### src/hdl/can_gc_pkg.sv
// Purpose: shared constants for the CAN global control and block transmit logic
// Assumes: AXI4-Lite byte address is four times the register index
// Notes: indices are kept as printed, one aligned 32-bit word each
package can_gc_pkg;
  localparam int ADDR_W = 18;
  localparam int IDX_W = 16;
  localparam logic [IDX_W-1:0] IDX_ENGINE_STAT = 16'hFF60;
  localparam logic [IDX_W-1:0] IDX_GLOBAL_CTRL = 16'hFF64;
  localparam logic [IDX_W-1:0] IDX_ABT_CTRL = 16'hFF66;
  localparam logic [IDX_W-1:0] IDX_CLK_SEL = 16'hFF6E;
  localparam logic [IDX_W-1:0] IDX_ABT_DELAY = 16'hFF6F;
  // set half of a set/clear word sits one byte above the clear half
  localparam int SET_OFS = 8;
  localparam int GOM_POS = 0;
  localparam int FORCED_SHUTDOWN_ENABLE_POS = 1;
  localparam int RUN_POS = 0;
  localparam int CLR_POS = 1;
  localparam int SEL_W = 4;
  localparam logic [SEL_W-1:0] RST_CLK_SEL = 4'hF;
  localparam logic [SEL_W-1:0] RST_ABT_DELAY = 4'h0;
  localparam logic [15:0] RST_ABT_CTRL = 16'h0000;
  localparam logic [3:0] GAP_EXP_OFS = 4'h4;
  localparam logic [3:0] GAP_CODE_MAX = 4'h8;
  localparam int GAP_CNT_W = 13;
  localparam logic [1:0] RESP_OKAY = 2'h0;
  localparam logic [1:0] RESP_SLVERR = 2'h2;
  typedef enum logic [1:0] {ENG_IDLE, ENG_SEND, ENG_GAP} eng_state_t;
endpackage

### src/hdl/can_clk_prescaler.sv
// Purpose: module system clock enable, supplied clock divided by select plus one
// Assumes: div_sel comes from a register on the same clock
// Notes: tick is a one-cycle registered pulse
`timescale 1ns/1ps
module can_clk_prescaler #(
  parameter int SEL_W = 4
) (
  input wire logic aclk, // clock
  input wire logic aresetn, // sync reset, active low
  input wire logic [SEL_W-1:0] div_sel, // divide by div_sel plus one
  output logic tick // one pulse per divided period
);
  typedef struct packed {
    logic [SEL_W-1:0] cnt;
    logic tick;
  } pre_t;
  pre_t s_reg, s_next;
  logic [SEL_W:0] since_reg;
  logic steady_reg;
  logic [SEL_W-1:0] sel_reg;

  if (SEL_W < 1) begin : g_chk
    $error("prescaler select too narrow");
  end

  always_comb begin
    s_next = s_reg;
    // >= rather than == so a smaller select mid-count cannot stall
    s_next.tick = (s_reg.cnt >= div_sel);
    s_next.cnt = s_next.tick ? '0 : s_reg.cnt + 1'b1;
  end

  always_ff @(posedge aclk) begin
    if (!aresetn) begin
      s_reg <= '0;
    end else begin
      s_reg <= s_next;
    end
  end

  assign tick = s_reg.tick;

  // helper for checking the period only
  always_ff @(posedge aclk) begin
    if (!aresetn) begin
      since_reg <= '0;
      steady_reg <= 1'b0;
      sel_reg <= '0;
    end else begin
      sel_reg <= div_sel;
      since_reg <= tick ? '0 : since_reg + 1'b1;
      steady_reg <= (tick || steady_reg) && (div_sel == sel_reg);
    end
  end
endmodule

### src/hdl/can_gap_timer.sv
// Purpose: gap between automatically sent frames, in data bit times
// Assumes: dbt_tick pulses once per data bit time
// Notes: prohibited codes give no gap
`timescale 1ns/1ps
module can_gap_timer #(
  parameter int CNT_W = 13
) (
  input wire logic aclk, // clock
  input wire logic aresetn, // sync reset, active low
  input wire logic start, // load gap from code
  input wire logic [3:0] code, // gap code
  input wire logic dbt_tick, // one data bit time elapsed
  output logic busy // gap still running
);
  typedef struct packed {
    logic [CNT_W-1:0] cnt;
  } gap_t;
  gap_t s_reg, s_next;

  if (CNT_W < can_gc_pkg::GAP_CNT_W) begin : g_chk
    $error("gap counter cannot hold the longest gap");
  end

  always_comb begin
    s_next = s_reg;
    if (start) begin
      if (code == 4'h0 || code > can_gc_pkg::GAP_CODE_MAX) begin
        s_next.cnt = '0;
      end else begin
        s_next.cnt = CNT_W'(1) << (code + can_gc_pkg::GAP_EXP_OFS);
      end
    end else if (dbt_tick && s_reg.cnt != '0) begin
      s_next.cnt = s_reg.cnt - 1'b1;
    end
  end

  always_ff @(posedge aclk) begin
    if (!aresetn) begin
      s_reg <= '0;
    end else begin
      s_reg <= s_next;
    end
  end

  assign busy = (s_reg.cnt != '0);
endmodule

### src/hdl/can_global_ctrl_auto_block_tx.sv
// Purpose: CAN global enable, forced shutdown, clock prescale and block transmit engine
// Assumes: protocol engine status inputs are on aclk; AXI4-Lite register access
// Notes: block buffers are 0 to 7; one write or one read is served per cycle
// Functional notes
// - clearing global enable works only in init mode or right after shutdown arm
// - set-shutdown bit at 1 arms forced shutdown; 0 leaves it alone
// - global enable: set alone sets, clear alone clears, else no change
// - module clock is supplied clock divided by select plus one
// - engine clear status reads 1 while clearing, drops by itself when done
// - run bit: set alone starts, clear alone stops, else no change
// - run bit reads 1 while block transmit executes, 0 when stopped
// - after a clear, the next start begins at buffer 0
// - first block frame may wait for reception or non-block sending
// - stop lets the frame on the bus finish, then aborts; a stop written in the cycle that frame ends sends one more frame first
// - gap code 0 gives none, 1 to 8 give 2^(code+4) bit times
// - gap applies between block frames only in normal mode with block
// - any other access after shutdown arm drops the arm
// - global enable low disables the module, high enables it
`timescale 1ns/1ps
module can_global_ctrl_auto_block_tx (
  input wire logic aclk, // clock, 40 MHz
  input wire logic aresetn, // sync reset, active low
  input wire logic awvalid, // write address valid
  output logic awready, // write address ready
  input wire logic [17:0] awaddr, // write byte address
  input wire logic wvalid, // write data valid
  output logic wready, // write data ready
  input wire logic [31:0] wdata, // write data
  input wire logic [3:0] wstrb, // write byte enables
  output logic bvalid, // write response valid
  input wire logic bready, // write response ready
  output logic [1:0] bresp, // write response
  input wire logic arvalid, // read address valid
  output logic arready, // read address ready
  input wire logic [17:0] araddr, // read byte address
  output logic rvalid, // read data valid
  input wire logic rready, // read data ready
  output logic [31:0] rdata, // read data
  output logic [1:0] rresp, // read response
  input wire logic init_mode, // module is in initialization mode
  input wire logic transmit_in_progress, // a frame is being sent
  input wire logic rx_active, // a frame is being received
  input wire logic nonblock_tx_busy, // buffers 8 to 15 have a request
  input wire logic frame_done, // pulse: block frame ended, good or not
  input wire logic dbt_tick, // pulse: one data bit time
  output logic module_enable, // module may operate
  output logic forced_shutdown, // pulse: forced shutdown requested
  output logic module_clk_tick, // module system clock enable pulse
  output logic block_tx_req, // send block buffer block_tx_buf
  output logic [2:0] block_tx_buf, // block buffer to send
  output logic block_gap_active // gap between block frames runs
);
  typedef struct packed {
    logic aw_got;
    logic w_got;
    logic [15:0] waddr;
    logic [31:0] wdat;
    logic [3:0] wstb;
    logic bvalid;
    logic [1:0] bresp;
    logic rvalid;
    logic [1:0] rresp;
    logic [31:0] rdata;
    logic global_operation_enable;
    logic forced_shutdown_enable;
    logic forced_shutdown_enable_fresh;
    logic shut;
    logic [3:0] clk_sel;
    logic [3:0] gap_code;
    logic run;
    logic stop_pend;
    logic clr_busy;
    logic [2:0] buf_idx;
    can_gc_pkg::eng_state_t eng;
  } state_t;
  state_t s_reg, s_next;

  logic wr_do;
  logic rd_do;
  logic [7:0] lo;
  logic [7:0] hi;
  logic [15:0] ridx;
  logic is_gctrl;
  logic is_abt;
  logic gom_set;
  logic gom_clr;
  logic active;
  logic gap_start;
  logic gap_busy;
  logic [31:0] rd_word;
  logic rd_ok;

  can_clk_prescaler #(
    .SEL_W(can_gc_pkg::SEL_W)
  ) u_presc (
    .aclk(aclk),
    .aresetn(aresetn),
    .div_sel(s_reg.clk_sel),
    .tick(module_clk_tick)
  );

  can_gap_timer #(
    .CNT_W(can_gc_pkg::GAP_CNT_W)
  ) u_gap (
    .aclk(aclk),
    .aresetn(aresetn),
    .start(gap_start),
    .code(s_reg.gap_code),
    .dbt_tick(dbt_tick),
    .busy(gap_busy)
  );

  // write waits for both halves; it beats a read in the same cycle
  assign wr_do = s_reg.aw_got && s_reg.w_got && !s_reg.bvalid;
  assign rd_do = arvalid && !s_reg.rvalid && !wr_do;
  assign awready = !s_reg.aw_got && !s_reg.bvalid;
  assign wready = !s_reg.w_got && !s_reg.bvalid;
  assign arready = !s_reg.rvalid && !wr_do;
  // unstrobed lanes count as zero, so they neither set nor clear
  assign lo = s_reg.wstb[0] ? s_reg.wdat[7:0] : 8'h00;
  assign hi = s_reg.wstb[1] ? s_reg.wdat[15:8] : 8'h00;
  assign is_gctrl = (s_reg.waddr == can_gc_pkg::IDX_GLOBAL_CTRL);
  assign is_abt = (s_reg.waddr == can_gc_pkg::IDX_ABT_CTRL);
  assign gom_set = hi[can_gc_pkg::GOM_POS] && !lo[can_gc_pkg::GOM_POS];
  assign gom_clr = !hi[can_gc_pkg::GOM_POS] && lo[can_gc_pkg::GOM_POS];
  assign active = s_reg.global_operation_enable && !init_mode;
  assign ridx = araddr[17:2];

  always_comb begin
    rd_word = 32'h0000_0000;
    rd_ok = 1'b1;
    if (ridx == can_gc_pkg::IDX_GLOBAL_CTRL) begin
      rd_word[can_gc_pkg::FORCED_SHUTDOWN_ENABLE_POS] = s_reg.forced_shutdown_enable;
      rd_word[can_gc_pkg::GOM_POS] = s_reg.global_operation_enable;
    end else if (ridx == can_gc_pkg::IDX_ABT_CTRL) begin
      rd_word[can_gc_pkg::CLR_POS] = s_reg.clr_busy;
      rd_word[can_gc_pkg::RUN_POS] = s_reg.run;
    end else if (ridx == can_gc_pkg::IDX_CLK_SEL) begin
      rd_word[3:0] = s_reg.clk_sel;
    end else if (ridx == can_gc_pkg::IDX_ABT_DELAY) begin
      rd_word[3:0] = s_reg.gap_code;
    end else if (ridx == can_gc_pkg::IDX_ENGINE_STAT) begin
      rd_word[2:0] = s_reg.buf_idx;
      rd_word[3] = (s_reg.eng == can_gc_pkg::ENG_SEND);
      rd_word[4] = (s_reg.eng == can_gc_pkg::ENG_GAP);
      rd_word[5] = s_reg.stop_pend;
    end else begin
      rd_ok = 1'b0;
    end
  end

  always_comb begin
    s_next = s_reg;
    s_next.shut = 1'b0;
    gap_start = 1'b0;
    // bus handshakes
    if (awvalid && awready) begin
      s_next.aw_got = 1'b1;
      s_next.waddr = awaddr[17:2];
    end
    if (wvalid && wready) begin
      s_next.w_got = 1'b1;
      s_next.wdat = wdata;
      s_next.wstb = wstrb;
    end
    if (s_reg.bvalid && bready) begin
      s_next.bvalid = 1'b0;
    end
    if (s_reg.rvalid && rready) begin
      s_next.rvalid = 1'b0;
    end
    if (rd_do) begin
      s_next.rvalid = 1'b1;
      s_next.rdata = rd_word;
      s_next.rresp = rd_ok ? can_gc_pkg::RESP_OKAY : can_gc_pkg::RESP_SLVERR;
    end
    // the shutdown arm lasts for exactly one following access
    if (wr_do || rd_do) begin
      s_next.forced_shutdown_enable_fresh = 1'b0;
    end
    if (s_reg.forced_shutdown_enable_fresh && (rd_do || (wr_do && !(is_gctrl && gom_clr)))) begin
      s_next.forced_shutdown_enable = 1'b0;
    end
    // block transmit engine
    unique case (s_reg.eng)
      can_gc_pkg::ENG_IDLE: begin
        if (s_reg.clr_busy) begin
          s_next.buf_idx = 3'h0;
          s_next.clr_busy = 1'b0;
        end else if (s_reg.run && active && !rx_active && !nonblock_tx_busy
                     && !transmit_in_progress) begin
          s_next.eng = can_gc_pkg::ENG_SEND;
        end
      end
      can_gc_pkg::ENG_SEND: begin
        if (!s_reg.global_operation_enable) begin
          // forced shutdown does not wait for the frame
          s_next.eng = can_gc_pkg::ENG_IDLE;
          s_next.run = 1'b0;
          s_next.stop_pend = 1'b0;
        end else if (frame_done) begin
          s_next.buf_idx = s_reg.buf_idx + 3'h1;
          if (s_reg.stop_pend) begin
            s_next.eng = can_gc_pkg::ENG_IDLE;
            s_next.run = 1'b0;
            s_next.stop_pend = 1'b0;
          end else begin
            s_next.eng = can_gc_pkg::ENG_GAP;
            gap_start = 1'b1;
          end
        end
      end
      can_gc_pkg::ENG_GAP: begin
        if (!s_reg.run || !active || !gap_busy) begin
          s_next.eng = can_gc_pkg::ENG_IDLE;
        end
      end
    endcase
    // register writes, after the engine so software wins a tie
    if (wr_do) begin
      s_next.aw_got = 1'b0;
      s_next.w_got = 1'b0;
      s_next.bvalid = 1'b1;
      s_next.bresp = can_gc_pkg::RESP_OKAY;
      if (is_gctrl) begin
        if (gom_set) begin
          s_next.global_operation_enable = 1'b1;
        end else if (gom_clr && (init_mode || s_reg.forced_shutdown_enable_fresh)) begin
          s_next.global_operation_enable = 1'b0;
          s_next.shut = s_reg.forced_shutdown_enable_fresh;
          s_next.forced_shutdown_enable = 1'b0;
        end
        if (hi[can_gc_pkg::FORCED_SHUTDOWN_ENABLE_POS]) begin
          s_next.forced_shutdown_enable = 1'b1;
          s_next.forced_shutdown_enable_fresh = 1'b1;
        end
      end else if (is_abt) begin
        if (hi[can_gc_pkg::RUN_POS] && !lo[can_gc_pkg::RUN_POS]) begin
          s_next.run = 1'b1;
          s_next.stop_pend = 1'b0;
        end else if (!hi[can_gc_pkg::RUN_POS] && lo[can_gc_pkg::RUN_POS]) begin
          if (s_reg.eng == can_gc_pkg::ENG_SEND) begin
            s_next.stop_pend = 1'b1;
          end else begin
            s_next.run = 1'b0;
            // a start picked up in this same idle cycle is withdrawn too
            if (s_reg.eng == can_gc_pkg::ENG_IDLE) begin
              s_next.eng = can_gc_pkg::ENG_IDLE;
            end
          end
        end
        if (hi[can_gc_pkg::CLR_POS]) begin
          s_next.clr_busy = 1'b1;
        end
      end else if (s_reg.waddr == can_gc_pkg::IDX_CLK_SEL) begin
        if (s_reg.wstb[0]) begin
          s_next.clk_sel = lo[3:0];
        end
      end else if (s_reg.waddr == can_gc_pkg::IDX_ABT_DELAY) begin
        if (s_reg.wstb[0]) begin
          s_next.gap_code = lo[3:0];
        end
      end else if (s_reg.waddr != can_gc_pkg::IDX_ENGINE_STAT) begin
        s_next.bresp = can_gc_pkg::RESP_SLVERR;
      end
    end
  end

  always_ff @(posedge aclk) begin
    if (!aresetn) begin
      s_reg <= '0;
      s_reg.clk_sel <= can_gc_pkg::RST_CLK_SEL;
      s_reg.gap_code <= can_gc_pkg::RST_ABT_DELAY;
    end else begin
      s_reg <= s_next;
    end
  end

  assign bvalid = s_reg.bvalid;
  assign bresp = s_reg.bresp;
  assign rvalid = s_reg.rvalid;
  assign rdata = s_reg.rdata;
  assign rresp = s_reg.rresp;
  assign module_enable = s_reg.global_operation_enable;
  assign forced_shutdown = s_reg.shut;
  assign block_tx_req = (s_reg.eng == can_gc_pkg::ENG_SEND);
  assign block_tx_buf = s_reg.buf_idx;
  assign block_gap_active = (s_reg.eng == can_gc_pkg::ENG_GAP);
endmodule

### config.mk
export PLATFORM = sky130hd
export DESIGN_NAME = can_global_ctrl_auto_block_tx
export DESIGN_NICKNAME = d
export VERILOG_FILES = /design/src/hdl/can_gc_pkg.sv /design/src/hdl/can_clk_prescaler.sv /design/src/hdl/can_gap_timer.sv /design/src/hdl/can_global_ctrl_auto_block_tx.sv
export SDC_FILE = /design/constraint.sdc
export NUM_CORES = 1
export LEC_CHECK = 0
export ABC_CLOCK_PERIOD_IN_PS = 2650
export BUFFER_PORTS_ARGS = -buffer_cell sky130_fd_sc_hd__clkbuf_2
export CORE_ASPECT_RATIO = 1.25
export CORE_UTILIZATION = 45
export CTS_BUF_LIST = sky130_fd_sc_hd__clkbuf_16
export DETAILED_ROUTE_END_ITERATION = 6
export PLACE_DENSITY_LB_ADDON = 0.08
export SLEW_MARGIN = 30
export SYNTH_ARGS = -nofsm -noshare
export SYNTH_HDL_FRONTEND = slang
export SYNTH_SLANG_ARGS = --single-unit
### constraint.sdc
create_clock -name aclk -period 2.65 [get_ports aclk]
set_input_delay 0.3975 -clock aclk [delete_from_list [all_inputs] [get_ports aclk]]
set_output_delay 0.3975 -clock aclk [all_outputs]
set_load 0.02 [all_outputs]
Word-level counts from Yosys, hierarchy flattened:

Cells that the tools add are included.

* flip-flop bits (word level): 80
* latch bits: 0
* memory bits (writable): 0
* memory bits (read-only): 0
* bits of input ports: 85
* output and inout bits: 49
* word-level logic and storage cells: 189
* memories: 0

* add/subtract/negate cells: 4
* multipliers: 0
* div/mod/pow operators: 0
* order comparisons: 2
* eq/ne operators: 15
* shifts and indexed selects: 1
* mux-type cells: 78
* bitwise gates (word level): 6
* reductions and logical operators: 59

Operator list (number)
* 16-bit equality test, second input constant: 9
* 2-bit two-way mux: 31
* 4-bit two-way mux: 10
* 13-bit two-way mux: 3
* 35-bit two-way mux: 1
* 1-bit logical AND: 23
* 1-bit two-way mux: 21
* 16-bit != test, second input constant: 1
* 1-bit zero test: 15
* 3-bit two-way mux: 5
* 14-bit two-way mux: 1
* 13-bit nonzero test: 1
* 1-bit by 4-bit << shifter with 13-bit output, first input constant: 1
* 13-bit by 1-bit subtractor with 13-bit output, second input constant: 1
* 11-bit two-way mux: 1
* 2-bit nonzero test: 5
* 8-bit two-way mux: 1
* 1-bit logical OR: 6
* 6-bit two-way mux: 1
* 1-bit inverter: 6
* 2-bit one-hot mux with 3 select lines: 1
* 3-bit one-hot mux with 2 select lines: 1
* 6-bit AND reduction: 1
* 5-bit two-way mux: 1
* other kinds (16): 18

Longest topological paths before layout:

Gate-level depths: netlist of run 1.

* depth in word-level cells: 16
* depth in mapped cells: 8
* depth with buffers taken out: 7

By module:

Synthesis of run 1 repeated with hierarchy kept, for this count alone.

* cells, all modules: 519
* area, all modules: 4226.6 µm²

By module, submodules not included
* can_global_ctrl_auto_block_tx: times used 1, cells an instance 377, area an instance 3010.4 µm², seq. area each 1121.1 µm²
* can_gap_timer: times used 1, cells an instance 114, area an instance 945.9 µm², seq. area each 260.2 µm²
* can_clk_prescaler: times used 1, cells an instance 28, area an instance 270.3 µm², seq. area each 100.1 µm²

Worst setup path before layout of run 1:

OpenSTA, ideal clock, no wires.

* path kind: register to register
* from: reg s_reg[10] in the netlist's numbering
* to: reg u_gap.s_reg[2] in the netlist's numbering
* library setup time: 0.095 ns
* arrival: 2.108 ns
* required time: 2.555 ns
* path slack: 0.446 ns
* cell stages (with the launch flop): 9
* path buffers: 1
* cells stage by stage: dfxtp_1 clkbuf_1 inv_1 ha_1 or3b_2 a221o_1 nor3_1 a31oi_1 a221oi_1

* word-level cells in the longest chain between the ends: 4

RTL lines
* from (decl): RTL line can_global_ctrl_auto_block_tx.sv:76 `state_t s_reg, s_next;`
* from (signal assigned): RTL line can_global_ctrl_auto_block_tx.sv:275 `s_reg <= s_next;`
* 4-bit by 3-bit adder with 4-bit output (tied with other cells): RTL line can_gap_timer.sv:30 `s_next.cnt = CNT_W'(1) << (code + can_gc_pkg::GAP_EXP_OFS);`
* 1-bit by 4-bit << shifter with 13-bit output / 1-bit logical OR (equally long branches): RTL line can_gap_timer.sv:30, can_gap_timer.sv:27
* 13-bit two-way mux *: RTL line can_gap_timer.sv:27 `if (code == 4'h0 || code > can_gc_pkg::GAP_CODE_MAX) begin`
* 13-bit two-way mux *: RTL line can_gap_timer.sv:26 `if (start) begin`
* to (signal assigned): RTL line can_gap_timer.sv:41 `s_reg <= s_next;`
* to (decl): RTL line can_gap_timer.sv:18 `gap_t s_reg, s_next;`

Mark *: on every way between the ends. The rest lies on a longest branch, timed or not.
A chain may end at the register's enable or synchronous reset.

Worst setup path in the final report of run 1:

* from: reg s_reg[10] in the netlist's numbering
* to: reg u_gap.s_reg[1] in the netlist's numbering

The elaborated chain is that of the path after synthesis.

==> results.json, run 1 <==
{
  "status": "complete, no violations",
  "rsz0062_at_grt": "false",
  "routabilityCongestion": 0.888,
  "area_delta_synth_final_pct": 15.1,
  "startpoint_type": "register",
  "via_count": 3667,
  "grt_max_degree": 26,
  "hold_class": "primary input to register",
  "worst-path-buf-inv": 1,
  "cts_setup_buffers": 0,
  "cts_hold_buf": 0,
  "seq_area_mm2": 0.00148,
  "maxCapViolations": 0,
  "synth_area_mm2": 0.00407,
  "synth_seq_area_share_pct": 36.4,
  "die_h_um": 108,
  "cp.required_ns": 2.91,
  "dpl_cell_area_mm2": 0.00437,
  "fin_nets": 672,
  "dieArea_mm2": 0.00943,
  "crit_cells": 7,
  "antenna_found_initial": 0,
  "insertion_delay_ns": 0.33,
  "synth_edf_count": 0,
  "ys_types": 64,
  "grt_pass1_wl_um": 16300,
  "port_buffers": 73,
  "r2r_slack_ns": 0.25,
  "hold_viol": 0,
  "max_freq_mhz": 417,
  "crit_start": "s_reg[10]",
  "fill_cells": 905,
  "drtIter0Drc": 163,
  "cts_tree": "yes",
  "start_util_pct": 46.5,
  "syn_inst": 513,
  "ant_nets": 0,
  "p_leak_nw": 2.01,
  "cts_resized": 0,
  "setup_ws_ns": 0.252,
  "vias_per_cell": 5.25,
  "cts_root_buf": "clkbuf_16",
  "place_inst": 683,
  "endpoint_kind": "register",
  "vdd_drop_max_v": 0.000430,
  "slew_violations": 0,
  "critical_path.cell_chain": "inv_1 -> ha_1 -> or3b_2 -> a221o_1 -> nor3_1 -> a211oi_1 -> a211oi_2",
  "ios": 134,
  "antennaDiodeCount": 0,
  "grt_pass1_vias": 3484,
  "cp.arrival_ns": 2.66,
  "multi_input_area_mm2": 0.00225,
  "r2r_cells": 7,
  "fin_hold_ws_ns": 0.280,
  "die_w_um": 87.1,
  "fin_crit_sh_pct": 90.5,
  "design.core.area_mm2": 0.00875,
  "drt-total-wl_um": 9710,
  "remaining_drc_errors": 0,
  "setup_tns_ns": 0,
  "cp_slowest_stage_delay_ns": 0.47,
  "final_layout_size_suffix_gt1_share_pct": 19.0,
  "r2r_start": "s_reg[10]",
  "cts.sinks": 74,
  "largest_register_ffs": 41,
  "rows": 38,
  "postLayoutCoreUtil_pct": 53.5,
  "async_flop_share_pct": 0,
  "fin_crit_ns": 2.40,
  "power_mw": 3.68,
  "slew_headroom_pct": 48.7,
  "endpoint": "u_gap.s_reg[1]",
  "crit_slowest_cell": "or3b_2",
  "crit_fanout": 9,
  "p_per_area_mw_per_mm2": 785,
  "min-delay-start": "awaddr[4]",
  "synth-seq-cells": 74,
  "setup_viol": 0,
  "htree_levels": 3,
  "grtUsageTotal_pct": 22.4,
  "crit_type": "register to register",
  "firstDrtPassIters": 4,
  "avgSynthCellArea_um2": 7.93,
  "stdcell_area_mm2": 0.00468,
  "path_delay_family": "simple AND/OR/NAND/NOR gates",
  "final.setup_skew_ns": 0.00526,
  "tightest_slew_ns": 0.762,
  "grt.overflow.total": 0,
  "path_clk_slew_ns": 0.06,
  "synth_warnings": 0,
  "r2r-end": "u_gap.s_reg[1]",
  "wl_per_cell_um": 13.9,
  "clockBufferDepth": 2,
  "place_ws_ns": 0.308,
  "final_cells": 699,
  "dp_hpwl_um": 7500,
  "ys.flop_type": "dfxtp_1",
  "numCtsBuffers": 9
}
==> metal layers <==
layer | vias to the layer above | track usage (%) | share of wire (%)
met1 | 1690 | 25.9 | 44
li1 | 1876 | - | -
met3 | 18 | 4.81 | 3.6
met2 | 83 | 39.0 | 50
met5 | - | 0 | 0
met4 | 0 | 10.2 | 2.6
==> placed cells by master (no fill, tap or decap), types with 3 or more instances in the layout <==
master	n
nand2_1	86
dfxtp_1	74
clkbuf_2	73
a21oi_1	52
nor2_1	36
conb_1	28
inv_1	21
o21ai_0	17
nor3_1	15
nand4_1	13
ha_1	13
nand3_1	11
mux2i_1	11
clkbuf_16	9
nor2b_1	7
nor4_1	7
buf_4	7
a31oi_1	6
or4_1	5
nand4b_1	5
and2_1	5
nand2b_1	5
o211ai_1	4
a211oi_1	4
or3b_2	3
or3_1	3
o2111ai_1	3
a32oi_1	3
a21o_1	3
==> how the worst min path moves through the flow <==
stage               slack, ns  depth (start not counted)                to
finish                   0.28                          3         s_reg[96]
detailed placement       0.45                          2          rdata[2]
global route             0.28                          3         s_reg[96]
global placement         0.44                          2          rdata[3]
floorplan                0.43                          1  u_presc.s_reg[1]
CTS                      0.27                          3        s_reg[103]
==> synthesized netlist by cell type (all sizes together), types with 4 or more instances <==
cell    number  area share (%)
a211oi       5             1.0
a21oi       52             6.4
a31oi        6            0.92
and2         6            0.98
buf         43             7.7
clkbuf      14             1.3
dfxtp       74              36
ha          13             4.0
inv         21             1.9
mux2i       11             2.7
nand2       86             7.9
nand2b       5            0.77
nand3       11             1.4
nand4       13             2.0
nand4b       5             1.1
nor2        36             3.3
nor2b        7             1.1
nor3        15             1.8
nor4         9             1.7
o211ai       4            0.74
o21ai       17             2.1
or4          5            0.92
==> where the power goes <==
group          internal, mW  switching [mW]  total, mW
sequential             1.23           0.111       1.34
combinational         0.431           0.626       1.06
clock                 0.814           0.462       1.28
total                  2.48            1.20       3.68
==> layout make-up <==
class,instances,share of cell area [%]
Clock buffer,9,4.81
Clock inverter,7,1.82
Inverter,21,1.68
Multi-Input combinational cell,388,47.9
Sequential cell,74,31.6
Tap cell,120,3.21
Timing Repair Buffer,80,8.92
==> logic make-up after synthesis <==
group | Yosys count | synth area share, %
flops | 74 | 36.4
simple gates | 215 | 26.3
xor+xnor | 4 | 0.861
buf+inv | 78 | 10.9
other cells | 1 | 0.0921
fa+ha+maj | 13 | 4.00
compound gates | 116 | 18.4
mux | 12 | 2.98
==> worst register-to-register path, delay by kind of cell, from the launching register on <==
kind	cells	cell delay (ns)
AOI/OAI and AO/OA	3	0.71
buffers and inverters	1	0.15
DFF	1	0.39
adders and majority gates	1	0.20
and+or+nand+nor	2	0.87
Note: power is estimated with default switching activity, not from simulation.
==> run 2, diff against run 1 <==
--- a/config.mk
+++ b/config.mk
@@ -8,6 +8,7 @@
 export ABC_CLOCK_PERIOD_IN_PS = 2650
 export BUFFER_PORTS_ARGS = -buffer_cell sky130_fd_sc_hd__clkbuf_2
 export CORE_ASPECT_RATIO = 1.25
+export CORE_MARGIN = 8
 export CORE_UTILIZATION = 45
 export CTS_BUF_LIST = sky130_fd_sc_hd__clkbuf_16
 export DETAILED_ROUTE_END_ITERATION = 6
==> results.json, run 2 (synthesis gave the netlist of run 1 again) <==
{
  "final.setup_skew_ns": 0.00933,
  "seqPwrFrac_pct": 38.9,
  "hold_class": "primary input to register",
  "final_common_cell": "nand2_1",
  "antenna_found_initial": 0,
  "grtUsageTotal_pct": 17.4,
  "grt_pass1_vias": 3618,
  "cts_hold_buf": 0,
  "rows": 39,
  "ant_nets": 0,
  "tightest_slew_ns": 0.733,
  "rsz0062_at_grt": "false",
  "firstDrtPassIters": 4,
  "path_delay_family": "simple AND/OR/NAND/NOR gates",
  "vias_per_cell": 5.23,
  "cts_root_buf": "clkbuf_16",
  "area_delta_synth_final_pct": 13.8,
  "grt_pass1_wl_um": 17200,
  "cp_slowest_stage_delay_ns": 0.47,
  "crit_slowest_cell": "or3b_2",
  "place_ws_ns": 0.335,
  "cts_setup_buffers": 0,
  "hold_viol": 0,
  "grt_max_degree": 23,
  "dp_hpwl_um": 8190,
  "pwr-share-comb_pct": 30.6,
  "dieArea_mm2": 0.0124,
  "crit_fanout": 9,
  "start_util_pct": 45.3,
  "setup_ws_ns": 0.294,
  "endpoint_kind": "register",
  "wl_per_cell_um": 14.9,
  "fin_nets": 672,
  "clockBufferDepth": 2,
  "numCtsBuffers": 9,
  "switching_share_pct": 34.1,
  "ios": 134,
  "fin_crit_sh_pct": 88.9,
  "cts_resized": 0,
  "cp.required_ns": 2.90,
  "cts_tree": "yes",
  "slew_headroom_pct": 50.7,
  "final_cells": 702,
  "grt.overflow.total": 0,
  "p_switching_mw": 1.18,
  "antennaDiodeCount": 0,
  "p_leak_nw": 1.99,
  "hold_depth": 3,
  "status": "complete, no violations",
  "via_count": 3672,
  "internal-power_mw": 2.28,
  "die_h_um": 122,
  "max_freq_mhz": 424,
  "htree_levels": 3,
  "final_layout_size_suffix_gt1_share_pct": 18.5,
  "worst-path-buf-inv": 1,
  "setup_viol": 0,
  "insertion_delay_ns": 0.33,
  "maxCapViolations": 0,
  "fin_crit_ns": 2.36,
  "min-delay-start": "awaddr[4]",
  "crit_type": "register to register",
  "startpoint_type": "register",
  "fin_hold_ws_ns": 0.287,
  "design.core.area_mm2": 0.00898,
  "port_buffers": 73,
  "drt-total-wl_um": 10400,
  "remaining_drc_errors": 0,
  "r2r-end": "u_gap.s_reg[1]",
  "r2r_slack_ns": 0.29,
  "critical_path.cell_chain": "inv_1 -> ha_1 -> or3b_2 -> a221o_1 -> nor3_1 -> a211oi_1 -> a211oi_2",
  "p_per_area_mw_per_mm2": 746,
  "r2r_start": "s_reg[10]",
  "hold-path-endpoint": "s_reg[96]",
  "cp.arrival_ns": 2.61,
  "cts.sinks": 74,
  "slew_violations": 0,
  "path_clk_slew_ns": 0.06,
  "setup_tns_ns": 0,
  "largest_register_ffs": 41,
  "drtIter0Drc": 174,
  "r2r_cells": 7,
  "die_w_um": 101,
  "place_inst": 686,
  "clkPwrFrac_pct": 30.5,
  "final_cell_mix": "nand2_1 (86), dfxtp_1 (74), clkbuf_2 (73), a21oi_1 (52), nor2_1 (36)",
  "routabilityCongestion": 0.899,
  "vdd_drop_max_v": 0.000365
}
run 2: metrics by stage:
step           total power [mW]  cell area, µm²  utilization (%)
4_1_cts                    3.49            4630             51.6
3_3_place_gp               2.41            4380             48.8
3_5_place_dp               2.42            4380             48.8
6_report                   3.46            4630             51.6
5_1_grt                    3.69            4630             51.6
2_1_floorplan              2.18            4170                -
run 2: cell type report:
type	count	area, µm²
Clock buffer	9	225
Clock inverter	7	28.8
Fill cell	950	4350
Inverter	21	78.8
Multi-Input combinational cell	388	2250
Sequential cell	74	1480
Tap cell	123	154
Timing Repair Buffer	80	418
run 2: worst max-delay path by stage:
stage               slack [ns]  cells after the start      start             end
finish                    0.29                      7  s_reg[10]  u_gap.s_reg[1]
global route              0.20                      5     bvalid       s_reg[15]
CTS                       0.32                      7  s_reg[10]  u_gap.s_reg[1]
detailed placement        0.34                      7  s_reg[10]  u_gap.s_reg[1]
global placement          0.35                      7  s_reg[10]  u_gap.s_reg[1]
floorplan                 0.45                      8  s_reg[10]  u_gap.s_reg[2]
run 2: power groups by stage:
| stage | registers, mW | logic [mW] | clock network, mW |
|---|---|---|---|
| floorplan | 1.34 | 0.837 | 0 |
| global placement | 1.36 | 1.05 | 0 |
| detailed placement | 1.37 | 1.06 | 0 |
| CTS | 1.34 | 1.06 | 1.09 |
| global route | 1.37 | 1.18 | 1.14 |
| finish | 1.34 | 1.06 | 1.06 |
run 2: worst reg2reg max path: stages, from the launching register on:
cell and delay (ns):
dfxtp_1 0.39, inv_1 0.15, ha_1 0.18, or3b_2 0.47
a221o_1 0.33, nor3_1 0.39, a211oi_1 0.16, a211oi_2 0.20
run 2: metal layers:
metal  part of all wire, %  GRT usage, %  up-vias
li1                      -             -     1884
met1                    42          19.7     1674
met2                    50          29.8       96
met3                   5.9          5.05       18
met4                   2.4          7.66        0
met5                     0             0        -
